[src/verilog/write_cmd_pkg.sv]
// Package with register map, field layout, status codes and timing for the write command decoder.
`default_nettype none
package write_cmd_pkg;

  // --------------------------------------------------------------------------
  // Register byte offsets
  // --------------------------------------------------------------------------
  localparam logic [7:0] OFS_CTRL = 8'h00;
  localparam logic [7:0] OFS_WORD_FIRST = 8'h04;
  localparam logic [7:0] OFS_WORD_LAST = 8'h30;
  localparam logic [7:0] OFS_SLBA_LO = 8'h34;
  localparam logic [7:0] OFS_SLBA_HI = 8'h38;
  localparam logic [7:0] OFS_BLK_COUNT = 8'h3c;
  localparam logic [7:0] OFS_ATTR = 8'h40;
  localparam logic [7:0] OFS_COMPL = 8'h44;
  localparam logic [7:0] OFS_INT_STAT = 8'h48;
  localparam logic [7:0] OFS_INT_MASK = 8'h4c;

  // --------------------------------------------------------------------------
  // Command word array indices
  // --------------------------------------------------------------------------
  localparam int NUM_WORDS = 12;
  localparam int W_MPTR_LO = 0;
  localparam int W_MPTR_HI = 1;
  localparam int W_PRP1_LO = 2;
  localparam int W_PRP1_HI = 3;
  localparam int W_PRP2_LO = 4;
  localparam int W_PRP2_HI = 5;
  localparam int W_DW10 = 6;
  localparam int W_DW11 = 7;
  localparam int W_DW12 = 8;
  localparam int W_DW13 = 9;
  localparam int W_DW14 = 10;
  localparam int W_DW15 = 11;

  // --------------------------------------------------------------------------
  // Field positions
  // --------------------------------------------------------------------------
  localparam int CTRL_START = 0;
  localparam int CTRL_WRITE = 1;
  localparam int CTRL_PI_EN = 2;
  localparam int CTRL_ID_LSB = 16;
  localparam int DW12_LR = 31;
  localparam int DW12_FUA = 30;
  localparam int DW12_PI_MSB = 29;
  localparam int DW12_PI_LSB = 26;
  localparam int DW12_NLB_MSB = 15;
  localparam int DSM_INCOMP = 7;
  localparam int DSM_SEQ = 6;
  localparam int DSM_LAT_MSB = 5;
  localparam int DSM_LAT_LSB = 4;
  localparam int DSM_FREQ_MSB = 3;
  localparam int INT_POSTED = 0;
  localparam int INT_ERROR = 1;
  localparam int INT_BITS = 2;

  // --------------------------------------------------------------------------
  // Reset values and codes
  // --------------------------------------------------------------------------
  localparam logic [31:0] WORD_RESET = 32'h0000_0000;
  localparam logic [7:0] SC_SUCCESS = 8'h00;
  localparam logic [7:0] SC_CONFLICT = 8'h80;
  localparam logic [7:0] SC_BAD_PI = 8'h81;
  localparam logic [3:0] FREQ_WRITE_MAX = 4'h6;
  localparam logic [3:0] FREQ_READ_MAX = 4'h8;
  localparam logic [1:0] AXI_OKAY = 2'h0;
  localparam logic [1:0] AXI_SLVERR = 2'h2;

  typedef enum logic [1:0] {
    LAT_NONE = 2'b00,
    LAT_IDLE = 2'b01,
    LAT_NORMAL = 2'b10,
    LAT_LOW = 2'b11
  } latency_t;

  typedef enum logic [1:0] {
    PRP_ONE = 2'b00,
    PRP_TWO = 2'b01,
    PRP_LIST = 2'b10
  } prp_mode_t;

  // --------------------------------------------------------------------------
  // Transfer geometry and timing
  // --------------------------------------------------------------------------
  localparam logic [26:0] PAGE_BYTES = 27'h000_1000;
  localparam int BLOCK_SHIFT = 9;
  localparam int CLK_PERIOD_NS = 8;
  localparam int COMMIT_NS = 64;
  localparam int COMMIT_CYCLES = (COMMIT_NS + CLK_PERIOD_NS - 1) / CLK_PERIOD_NS;
  localparam logic [7:0] COMMIT_LOAD = 8'(COMMIT_CYCLES);

endpackage
`default_nettype wire

[src/verilog/write_cmd_fields.sv]
// Combinational field decode of one submitted Read or Write command.
`timescale 1ns/1ps
`default_nettype none
module write_cmd_fields
  import write_cmd_pkg::*;
(
  // Command
  input wire logic is_write,
  input wire logic pi_enable,
  input wire logic [31:0] prp1_lo,
  input wire logic [31:0] dw10,
  input wire logic [31:0] dw11,
  input wire logic [31:0] dw12,
  input wire logic [31:0] dw13,
  // Decoded fields
  output logic [63:0] slba,
  output logic [16:0] blk_count,
  output logic limited_retry,
  output logic force_commit,
  output logic [3:0] prinfo,
  output logic incompressible,
  output logic sequential,
  output latency_t latency,
  output logic [3:0] frequency,
  output prp_mode_t prp_mode,
  output logic [7:0] status
);

  logic [25:0] bytes;
  logic [26:0] end_ofs;

  // --------------------------------------------------------------------------
  // Field extraction
  // --------------------------------------------------------------------------
  // Reserved bits 25:16 of dword 12 and 31:8 of dword 13 are never looked at.
  always_comb begin
    slba = {dw11, dw10};
    blk_count = {1'b0, dw12[DW12_NLB_MSB:0]} + 17'h0_0001;
    limited_retry = dw12[DW12_LR];
    force_commit = dw12[DW12_FUA];
    prinfo = dw12[DW12_PI_MSB:DW12_PI_LSB];
    incompressible = dw13[DSM_INCOMP];
    sequential = dw13[DSM_SEQ];
    latency = latency_t'(dw13[DSM_LAT_MSB:DSM_LAT_LSB]);
    frequency = dw13[DSM_FREQ_MSB:0];
  end

  // --------------------------------------------------------------------------
  // Data pointer use
  // --------------------------------------------------------------------------
  always_comb begin
    bytes = {9'h000, blk_count} << BLOCK_SHIFT;
    end_ofs = {15'h0000, prp1_lo[11:0]} + {1'b0, bytes};
    if (end_ofs <= PAGE_BYTES) begin
      prp_mode = PRP_ONE;
    end else if (end_ofs <= (PAGE_BYTES << 1)) begin
      prp_mode = PRP_TWO;
    end else begin
      prp_mode = PRP_LIST;
    end
  end

  // --------------------------------------------------------------------------
  // Status check
  // --------------------------------------------------------------------------
  always_comb begin
    status = SC_SUCCESS;
    if (is_write ? (frequency > FREQ_WRITE_MAX) : (frequency > FREQ_READ_MAX)) begin
      status = SC_CONFLICT;
    end else if (!pi_enable && (prinfo[2:0] != 3'h0)) begin
      status = SC_BAD_PI;
    end
  end

endmodule
`default_nettype wire

[src/verilog/write_command_decoder.sv]
// AXI4-Lite command decoder that checks a command and posts its completion status.
//
// Contract
// Every finished Read or Write posts a completion entry with its status.
// Contradictory command attributes complete with status 80h.
// Invalid protection-information settings complete with status 81h.
// A Write takes its data, metadata and optional protection information.
// Only metadata pointer, both data pointers and dwords 10 to 15 are used.
// Host gives a contiguous, dword-aligned 64-bit metadata pointer.
// First data pointer is the first source location of write data.
// Second pointer is unused, second source, or list pointer by transfer size.
// Starting block address is dword 11 high half and dword 10 low half.
// Dword 12 bit 31 selects limited retry or full recovery effort.
// Dword 12 bit 30 forces commit to media before completion.
// Dword 12 bits 29 to 26 are the protection action and check field.
// Dword 12 bits 15 to 0 hold a zero-based block count.
// Hint bit set marks written blocks as not compressible.
// Hint bit 6 set marks the command part of a sequential series.
// Latency hint 00b none, 01b idle, 10b normal.
// Latency hint 11b asks for the smallest latency.
// Frequency hint bits 3 to 0; write 0110b one-time, above reserved.
// Reserved bits of dwords 12 and 13 are written zero and ignored.
`timescale 1ns/1ps
`default_nettype none
module write_command_decoder
  import write_cmd_pkg::*;
(
  // Clock and reset
  input wire logic aclk,
  input wire logic aresetn,
  // Write address channel
  input wire logic [7:0] s_axi_awaddr,
  input wire logic s_axi_awvalid,
  output logic s_axi_awready,
  // Write data channel
  input wire logic [31:0] s_axi_wdata,
  input wire logic [3:0] s_axi_wstrb,
  input wire logic s_axi_wvalid,
  output logic s_axi_wready,
  // Write response channel
  output logic [1:0] s_axi_bresp,
  output logic s_axi_bvalid,
  input wire logic s_axi_bready,
  // Read address channel
  input wire logic [7:0] s_axi_araddr,
  input wire logic s_axi_arvalid,
  output logic s_axi_arready,
  // Read data channel
  output logic [31:0] s_axi_rdata,
  output logic [1:0] s_axi_rresp,
  output logic s_axi_rvalid,
  input wire logic s_axi_rready,
  // Interrupt
  output logic irq
);

  typedef enum logic [1:0] {
    ST_IDLE = 2'b00,
    ST_DECODE = 2'b01,
    ST_COMMIT = 2'b10,
    ST_POST = 2'b11
  } state_t;

  state_t state_reg;
  logic [7:0] aw_addr_reg;
  logic [31:0] w_data_reg;
  logic [3:0] w_strb_reg;
  logic wr_fire;
  logic wr_hit;
  logic [31:0] wr_mask;
  logic [31:0] word_reg [NUM_WORDS];
  logic [31:0] ctrl_reg;
  logic start_reg;
  logic [INT_BITS-1:0] int_stat_reg;
  logic [INT_BITS-1:0] int_mask_reg;
  logic [7:0] commit_cnt_reg;
  logic [63:0] slba_reg;
  logic [16:0] blk_count_reg;
  logic [31:0] attr_reg;
  logic [7:0] status_reg;
  logic [15:0] compl_id_reg;
  logic posted_pulse;
  logic [63:0] slba;
  logic [16:0] blk_count;
  logic limited_retry;
  logic force_commit;
  logic [3:0] prinfo;
  logic incompressible;
  logic sequential;
  latency_t latency;
  logic [3:0] frequency;
  prp_mode_t prp_mode;
  logic [7:0] status;
  logic [31:0] rd_word;
  logic rd_hit;

  // --------------------------------------------------------------------------
  // Field decoder
  // --------------------------------------------------------------------------
  write_cmd_fields write_cmd_fields_i (
    .is_write(ctrl_reg[CTRL_WRITE]),
    .pi_enable(ctrl_reg[CTRL_PI_EN]),
    .prp1_lo(word_reg[W_PRP1_LO]),
    .dw10(word_reg[W_DW10]),
    .dw11(word_reg[W_DW11]),
    .dw12(word_reg[W_DW12]),
    .dw13(word_reg[W_DW13]),
    .slba(slba),
    .blk_count(blk_count),
    .limited_retry(limited_retry),
    .force_commit(force_commit),
    .prinfo(prinfo),
    .incompressible(incompressible),
    .sequential(sequential),
    .latency(latency),
    .frequency(frequency),
    .prp_mode(prp_mode),
    .status(status)
  );

  // --------------------------------------------------------------------------
  // Write channels
  // --------------------------------------------------------------------------
  // Address and data are taken in either order; the write lands once both are held.
  assign wr_fire = !s_axi_awready && !s_axi_wready && !s_axi_bvalid;
  assign wr_mask = {{8{w_strb_reg[3]}}, {8{w_strb_reg[2]}}, {8{w_strb_reg[1]}},
                    {8{w_strb_reg[0]}}};

  always_comb begin
    wr_hit = (aw_addr_reg[1:0] == 2'b00) && (aw_addr_reg <= OFS_INT_MASK);
  end

  always_ff @(posedge aclk) begin
    if (!aresetn) begin
      s_axi_awready <= 1'b1;
      aw_addr_reg <= 8'h00;
    end else if (s_axi_awvalid && s_axi_awready) begin
      s_axi_awready <= 1'b0;
      aw_addr_reg <= s_axi_awaddr;
    end else if (s_axi_bvalid && s_axi_bready) begin
      s_axi_awready <= 1'b1;
    end
  end

  always_ff @(posedge aclk) begin
    if (!aresetn) begin
      s_axi_wready <= 1'b1;
      w_data_reg <= 32'h0000_0000;
      w_strb_reg <= 4'h0;
    end else if (s_axi_wvalid && s_axi_wready) begin
      s_axi_wready <= 1'b0;
      w_data_reg <= s_axi_wdata;
      w_strb_reg <= s_axi_wstrb;
    end else if (s_axi_bvalid && s_axi_bready) begin
      s_axi_wready <= 1'b1;
    end
  end

  always_ff @(posedge aclk) begin
    if (!aresetn) begin
      s_axi_bvalid <= 1'b0;
      s_axi_bresp <= AXI_OKAY;
    end else if (wr_fire) begin
      s_axi_bvalid <= 1'b1;
      s_axi_bresp <= wr_hit ? AXI_OKAY : AXI_SLVERR;
    end else if (s_axi_bready) begin
      s_axi_bvalid <= 1'b0;
    end
  end

  // --------------------------------------------------------------------------
  // Command words
  // --------------------------------------------------------------------------
  // Only the metadata pointer, both data pointers and dwords 10 to 15 are held.
  for (genvar i = 0; i < NUM_WORDS; i++) begin : g_word
    always_ff @(posedge aclk) begin
      if (!aresetn) begin
        word_reg[i] <= WORD_RESET;
      end else if (wr_fire && (aw_addr_reg == OFS_WORD_FIRST + 8'(4 * i))) begin
        word_reg[i] <= (word_reg[i] & ~wr_mask) | (w_data_reg & wr_mask);
      end
    end
  end

  // --------------------------------------------------------------------------
  // Control, start and mask
  // --------------------------------------------------------------------------
  always_ff @(posedge aclk) begin
    if (!aresetn) begin
      ctrl_reg <= WORD_RESET;
    end else if (wr_fire && (aw_addr_reg == OFS_CTRL) && (state_reg == ST_IDLE)) begin
      ctrl_reg <= ((ctrl_reg & ~wr_mask) | (w_data_reg & wr_mask)) & ~32'h0000_0001;
    end
  end

  always_ff @(posedge aclk) begin
    if (!aresetn) begin
      start_reg <= 1'b0;
    end else begin
      start_reg <= wr_fire && (aw_addr_reg == OFS_CTRL) && w_strb_reg[0] &&
                   w_data_reg[CTRL_START] && (state_reg == ST_IDLE);
    end
  end

  always_ff @(posedge aclk) begin
    if (!aresetn) begin
      int_mask_reg <= '0;
    end else if (wr_fire && (aw_addr_reg == OFS_INT_MASK) && w_strb_reg[0]) begin
      int_mask_reg <= w_data_reg[INT_BITS-1:0];
    end
  end

  // --------------------------------------------------------------------------
  // Command sequence
  // --------------------------------------------------------------------------
  always_ff @(posedge aclk) begin
    if (!aresetn) begin
      state_reg <= ST_IDLE;
    end else begin
      unique case (state_reg)
        ST_IDLE: begin
          if (start_reg) begin
            state_reg <= ST_DECODE;
          end
        end
        ST_DECODE: begin
          if (force_commit && (status == SC_SUCCESS)) begin
            state_reg <= ST_COMMIT;
          end else begin
            state_reg <= ST_POST;
          end
        end
        ST_COMMIT: begin
          if (commit_cnt_reg == 8'h01) begin
            state_reg <= ST_POST;
          end
        end
        ST_POST: begin
          state_reg <= ST_IDLE;
        end
      endcase
    end
  end

  always_ff @(posedge aclk) begin
    if (!aresetn) begin
      commit_cnt_reg <= 8'h00;
    end else if (state_reg == ST_DECODE) begin
      commit_cnt_reg <= COMMIT_LOAD;
    end else if ((state_reg == ST_COMMIT) && (commit_cnt_reg != 8'h00)) begin
      commit_cnt_reg <= commit_cnt_reg - 8'h01;
    end
  end

  // --------------------------------------------------------------------------
  // Decoded fields and completion entry
  // --------------------------------------------------------------------------
  always_ff @(posedge aclk) begin
    if (!aresetn) begin
      slba_reg <= 64'h0000_0000_0000_0000;
      blk_count_reg <= 17'h0_0000;
      attr_reg <= WORD_RESET;
    end else if (state_reg == ST_DECODE) begin
      slba_reg <= slba;
      blk_count_reg <= blk_count;
      attr_reg <= {limited_retry, force_commit, 2'b00, prinfo, 8'h00, incompressible,
                   sequential, latency, frequency, 6'h00, prp_mode};
    end
  end

  always_ff @(posedge aclk) begin
    if (!aresetn) begin
      status_reg <= SC_SUCCESS;
      compl_id_reg <= 16'h0000;
    end else if (state_reg == ST_POST) begin
      status_reg <= status;
      compl_id_reg <= ctrl_reg[31:CTRL_ID_LSB];
    end
  end

  assign posted_pulse = (state_reg == ST_POST);

  // --------------------------------------------------------------------------
  // Interrupt status
  // --------------------------------------------------------------------------
  // A new event in the same cycle as its write-one clear keeps the bit set.
  always_ff @(posedge aclk) begin
    if (!aresetn) begin
      int_stat_reg <= '0;
    end else begin
      for (int b = 0; b < INT_BITS; b++) begin
        if ((b == INT_POSTED) ? posted_pulse : (posted_pulse && (status != SC_SUCCESS))) begin
          int_stat_reg[b] <= 1'b1;
        end else if (wr_fire && (aw_addr_reg == OFS_INT_STAT) && w_strb_reg[0] &&
                     w_data_reg[b]) begin
          int_stat_reg[b] <= 1'b0;
        end
      end
    end
  end

  always_ff @(posedge aclk) begin
    if (!aresetn) begin
      irq <= 1'b0;
    end else begin
      irq <= |(int_stat_reg & int_mask_reg);
    end
  end

  // --------------------------------------------------------------------------
  // Read channels
  // --------------------------------------------------------------------------
  always_comb begin
    rd_word = 32'h0000_0000;
    rd_hit = (s_axi_araddr[1:0] == 2'b00) && (s_axi_araddr <= OFS_INT_MASK);
    if ((s_axi_araddr >= OFS_WORD_FIRST) && (s_axi_araddr <= OFS_WORD_LAST)) begin
      rd_word = word_reg[4'((s_axi_araddr - OFS_WORD_FIRST) >> 2)];
    end else begin
      case (s_axi_araddr)
        OFS_CTRL: rd_word = {ctrl_reg[31:1], state_reg != ST_IDLE};
        OFS_SLBA_LO: rd_word = slba_reg[31:0];
        OFS_SLBA_HI: rd_word = slba_reg[63:32];
        OFS_BLK_COUNT: rd_word = {15'h0000, blk_count_reg};
        OFS_ATTR: rd_word = attr_reg;
        OFS_COMPL: rd_word = {compl_id_reg, 8'h00, status_reg};
        OFS_INT_STAT: rd_word = {30'h0000_0000, int_stat_reg};
        OFS_INT_MASK: rd_word = {30'h0000_0000, int_mask_reg};
        default: rd_word = 32'h0000_0000;
      endcase
    end
  end

  always_ff @(posedge aclk) begin
    if (!aresetn) begin
      s_axi_arready <= 1'b1;
      s_axi_rvalid <= 1'b0;
      s_axi_rdata <= 32'h0000_0000;
      s_axi_rresp <= AXI_OKAY;
    end else if (s_axi_arvalid && s_axi_arready) begin
      s_axi_arready <= 1'b0;
      s_axi_rvalid <= 1'b1;
      s_axi_rdata <= rd_hit ? rd_word : 32'h0000_0000;
      s_axi_rresp <= rd_hit ? AXI_OKAY : AXI_SLVERR;
    end else if (s_axi_rvalid && s_axi_rready) begin
      s_axi_arready <= 1'b1;
      s_axi_rvalid <= 1'b0;
    end
  end

endmodule
`default_nettype wire

[config.mk]
export PLATFORM = sky130hd
export DESIGN_NAME = write_command_decoder
export DESIGN_NICKNAME = d
export VERILOG_FILES = /design/src/verilog/write_cmd_pkg.sv /design/src/verilog/write_cmd_fields.sv /design/src/verilog/write_command_decoder.sv
export SDC_FILE = /design/constraint.sdc
export NUM_CORES = 1
export LEC_CHECK = 0
export CAP_MARGIN = 20
export CELL_PAD_IN_SITES_DETAIL_PLACEMENT = 2
export CELL_PAD_IN_SITES_GLOBAL_PLACEMENT = 2
export CORE_UTILIZATION = 35
export DETAILED_ROUTE_END_ITERATION = 7
export DONT_BUFFER_PORTS = 1
export GPL_ROUTABILITY_DRIVEN = 0
export GPL_TIMING_DRIVEN = 0
export PLACE_DENSITY_LB_ADDON = 0.1
export SLEW_MARGIN = 20
export SYNTH_ARGS = -nofsm -noshare
export SYNTH_HDL_FRONTEND = slang
export SYNTH_SLANG_ARGS = --single-unit
[constraint.sdc]
create_clock -name aclk -period 10.5 [get_ports aclk]
set_input_delay 2.1 -clock aclk [delete_from_list [all_inputs] [get_ports aclk]]
set_output_delay 2.1 -clock aclk [all_outputs]
set_load 0.005 [all_outputs]
==> impl_metrics.json <==
{
  "outcome": "complete, no violations",
  "wl_per_cell_um": 31.8,
  "drive_gt1_share_pct": 10.7,
  "grt_max_degree": 33,
  "root_buffer": "clkbuf_16",
  "synth_cell_types": 78,
  "largest_reg_flops": 384,
  "grt_setup_unrepaired": "false",
  "slew_headroom_pct": 19.8,
  "grt.total_usage_pct": 29.5,
  "fill_cells": 8897,
  "holdPathStages": 2,
  "ys_ff_latch": 629,
  "async_reset_ff_share_pct": 0,
  "first_iter_violations": 1913,
  "grt_pass1_vias": 25900,
  "critical_path.cell_chain": "buf_2 -> buf_2 -> buf_2 -> inv_1 -> ha_1 -> buf_2 -> buf_2 -> buf_1 -> mux4_2 -> nor2_1 -> a21oi_1 -> o21ai_0 -> a21oi_1",
  "reg2reg_depth": 10,
  "vias_per_cell": 5.87,
  "clock-sinks": 629,
  "required_ps": 10960,
  "rrSetupSlack_ps": 6690,
  "via_count": 24400,
  "grt_pass1_wl_um": 189000,
  "start_kind": "input port",
  "path_max_fanout": 10,
  "min_period_ps": 6620,
  "critPathKind": "in -> reg",
  "vdd_drop_max_mv": 0.109,
  "synthTopCellsByArea": "edfxtp_1 (38%), dfxtp_1 (16%), a21oi_1 (8.7%)",
  "yosysWarningCount": 0,
  "arrival_ps": 7090,
  "numCtsBuffers": 77,
  "max_freq_mhz": 151,
  "p_per_area_mw_per_mm2": 183,
  "synth_ff_type": "edfxtp_1",
  "ioPinCount": 101,
  "p_leak_nw": 11.6,
  "ant_nets": 0,
  "setup-tns-final_ps": 0,
  "path_clk_slew_ps": 60,
  "synth_top_area_share_pct": 37.9,
  "slew_viol_final": 0,
  "start_util_pct": 35.5,
  "core_area_mm2": 0.0857,
  "whs_ps": 462,
  "cpPeakStageDelay_ps": 830,
  "cp-end-kind": "flip-flop",
  "yosysSeqAreaShare_pct": 54.0,
  "period_share_pct": 63.1,
  "yosysTopAreaCell": "edfxtp_1",
  "cts_hold_buf": 0,
  "synth_edf_count": 384,
  "tightest_slew_ps": 1200,
  "min_path_type": "reg -> reg",
  "io_buffers": 0,
  "cts_tree": "yes",
  "crit_top_cell": "buf_2",
  "drc_errors": 0,
  "final-setup-viol-count": 0,
  "synthCells": 2835,
  "clkLatencyLatePin_ps": 630,
  "fin_cells": 4146,
  "maxCapViolCount": 0,
  "cts_resized": 0,
  "synthToLayoutAreaGrowth_pct": 15.1,
  "slowest_stage": "buf_1",
  "finalWorstSetupSlack_ps": 3880,
  "layout.nets": 3012,
  "skew_ps": 13.9,
  "drt-pass1-iter-count": 5,
  "htree_num_levels": 3,
  "die_w_um": 297,
  "clock_path_buffers": 3,
  "rows": 107,
  "finalHoldViolations": 0,
  "synth_commonest_cells": "a21oi_1 (530), nand2b_1 (388), edfxtp_1 (384)",
  "reg2reg_from": "word_reg[8][0]",
  "post-place-ws_ps": 3160,
  "synth.avg_cell_area_um2": 10.7,
  "chipHeight_um": 297,
  "post_cts_buffers": 0,
  "reg2reg_to": "attr_reg[0]",
  "wl_um": 132000,
  "dp.cells": 4001,
  "dieArea_mm2": 0.0881,
  "synth_area_mm2": 0.0304,
  "dp_hpwl_um": 99200,
  "synthMostInstantiatedCell": "a21oi_1",
  "grt_overflow": 0,
  "grt_antenna_before_repair": 9
}
layer usage:
layer | part of all wire (%) | up-vias | GRT usage, %
li1 | - | 10500 | -
met1 | 42 | 12800 | 38.7
met2 | 48 | 818 | 49.4
met3 | 6.6 | 216 | 5.30
met4 | 3.0 | 6 | 8.93
met5 | 0.024 | - | 0
worst max-delay path, delay by kind of cell:
kind                       cells  cell delay, ps
AOI/OAI and AO/OA              3             850
and+or+nand+nor                1             110
adders and majority gates      1             330
buffers and inverters          7            3240
muxes                          1             420
power by group:
group	total (mW)	leakage [nW]	internal, mW	switching [mW]
sequential	2.87	5.95	2.75	0.121
combinational	0.849	4.42	0.307	0.542
clock	2.68	1.22	1.54	1.13
worst max-delay path by stage:
stage,depth (start not counted),end,slack [ps],startpoint
after global placement,4,word_reg[0][19],2790,s_axi_bvalid
after global routing,13,s_axi_rdata[8],3810,s_axi_araddr[2]
after detailed placement,13,s_axi_rdata[12],3160,s_axi_araddr[2]
after CTS,13,s_axi_rdata[12],3800,s_axi_araddr[2]
final,13,s_axi_rdata[8],3880,s_axi_araddr[2]
after floorplan,14,s_axi_rdata[1],5790,s_axi_araddr[2]
placed cells by master (no fill, tap or decap), types with 53 or more instances in the layout:
cell | netlist | layout
a21oi_1 | 530 | 530
mux4_2 | 95 | 95
nand2b_1 | 388 | 388
mux2i_1 | 134 | 134
clkbuf_1 | 189 | 206
edfxtp_1 | 384 | 384
nand2_1 | 233 | 232
nand3_1 | 56 | 56
dfxtp_1 | 245 | 245
o21ai_0 | 64 | 53
clkbuf_16 | 0 | 79
nor2_1 | 179 | 179
logic make-up after synthesis:
logic type | share of synthesized area [%]
compound gates | 13.5
xor+xnor | 0.716
fa+ha+maj | 0.724
buf+inv | 3.58
flops | 54.0
mux | 11.5
other cells | 0.0123
simple gates | 15.9
cell type report:
class	instances	area [µm²]	share of cell area [%]
flip-flops and latches	629	16400	47.0
multi-input cells	1944	13000	37.3
clock buffers	111	2220	6.33
well taps	1144	1430	4.09
plain buffers	245	1030	2.93
repair buffers	21	527	1.50
clock inverters	32	255	0.729
inverters	18	67.6	0.193
diodes	2	5.00	0.0143
metrics by stage:
| stage | instance area [µm²] | utilization [%] | total power, mW |
|---|---|---|---|
| 2_1_floorplan | 30400 | - | 3.38 |
| 3_3_place_gp | 31800 | 37.2 | 3.70 |
| 3_5_place_dp | 32500 | 38.0 | 3.75 |
| 4_1_cts | 35000 | 40.8 | 6.43 |
| 5_1_grt | 35000 | 40.8 | 6.58 |
| 6_report | 35000 | 40.9 | 6.40 |
Power figures use the tool's default switching activity.
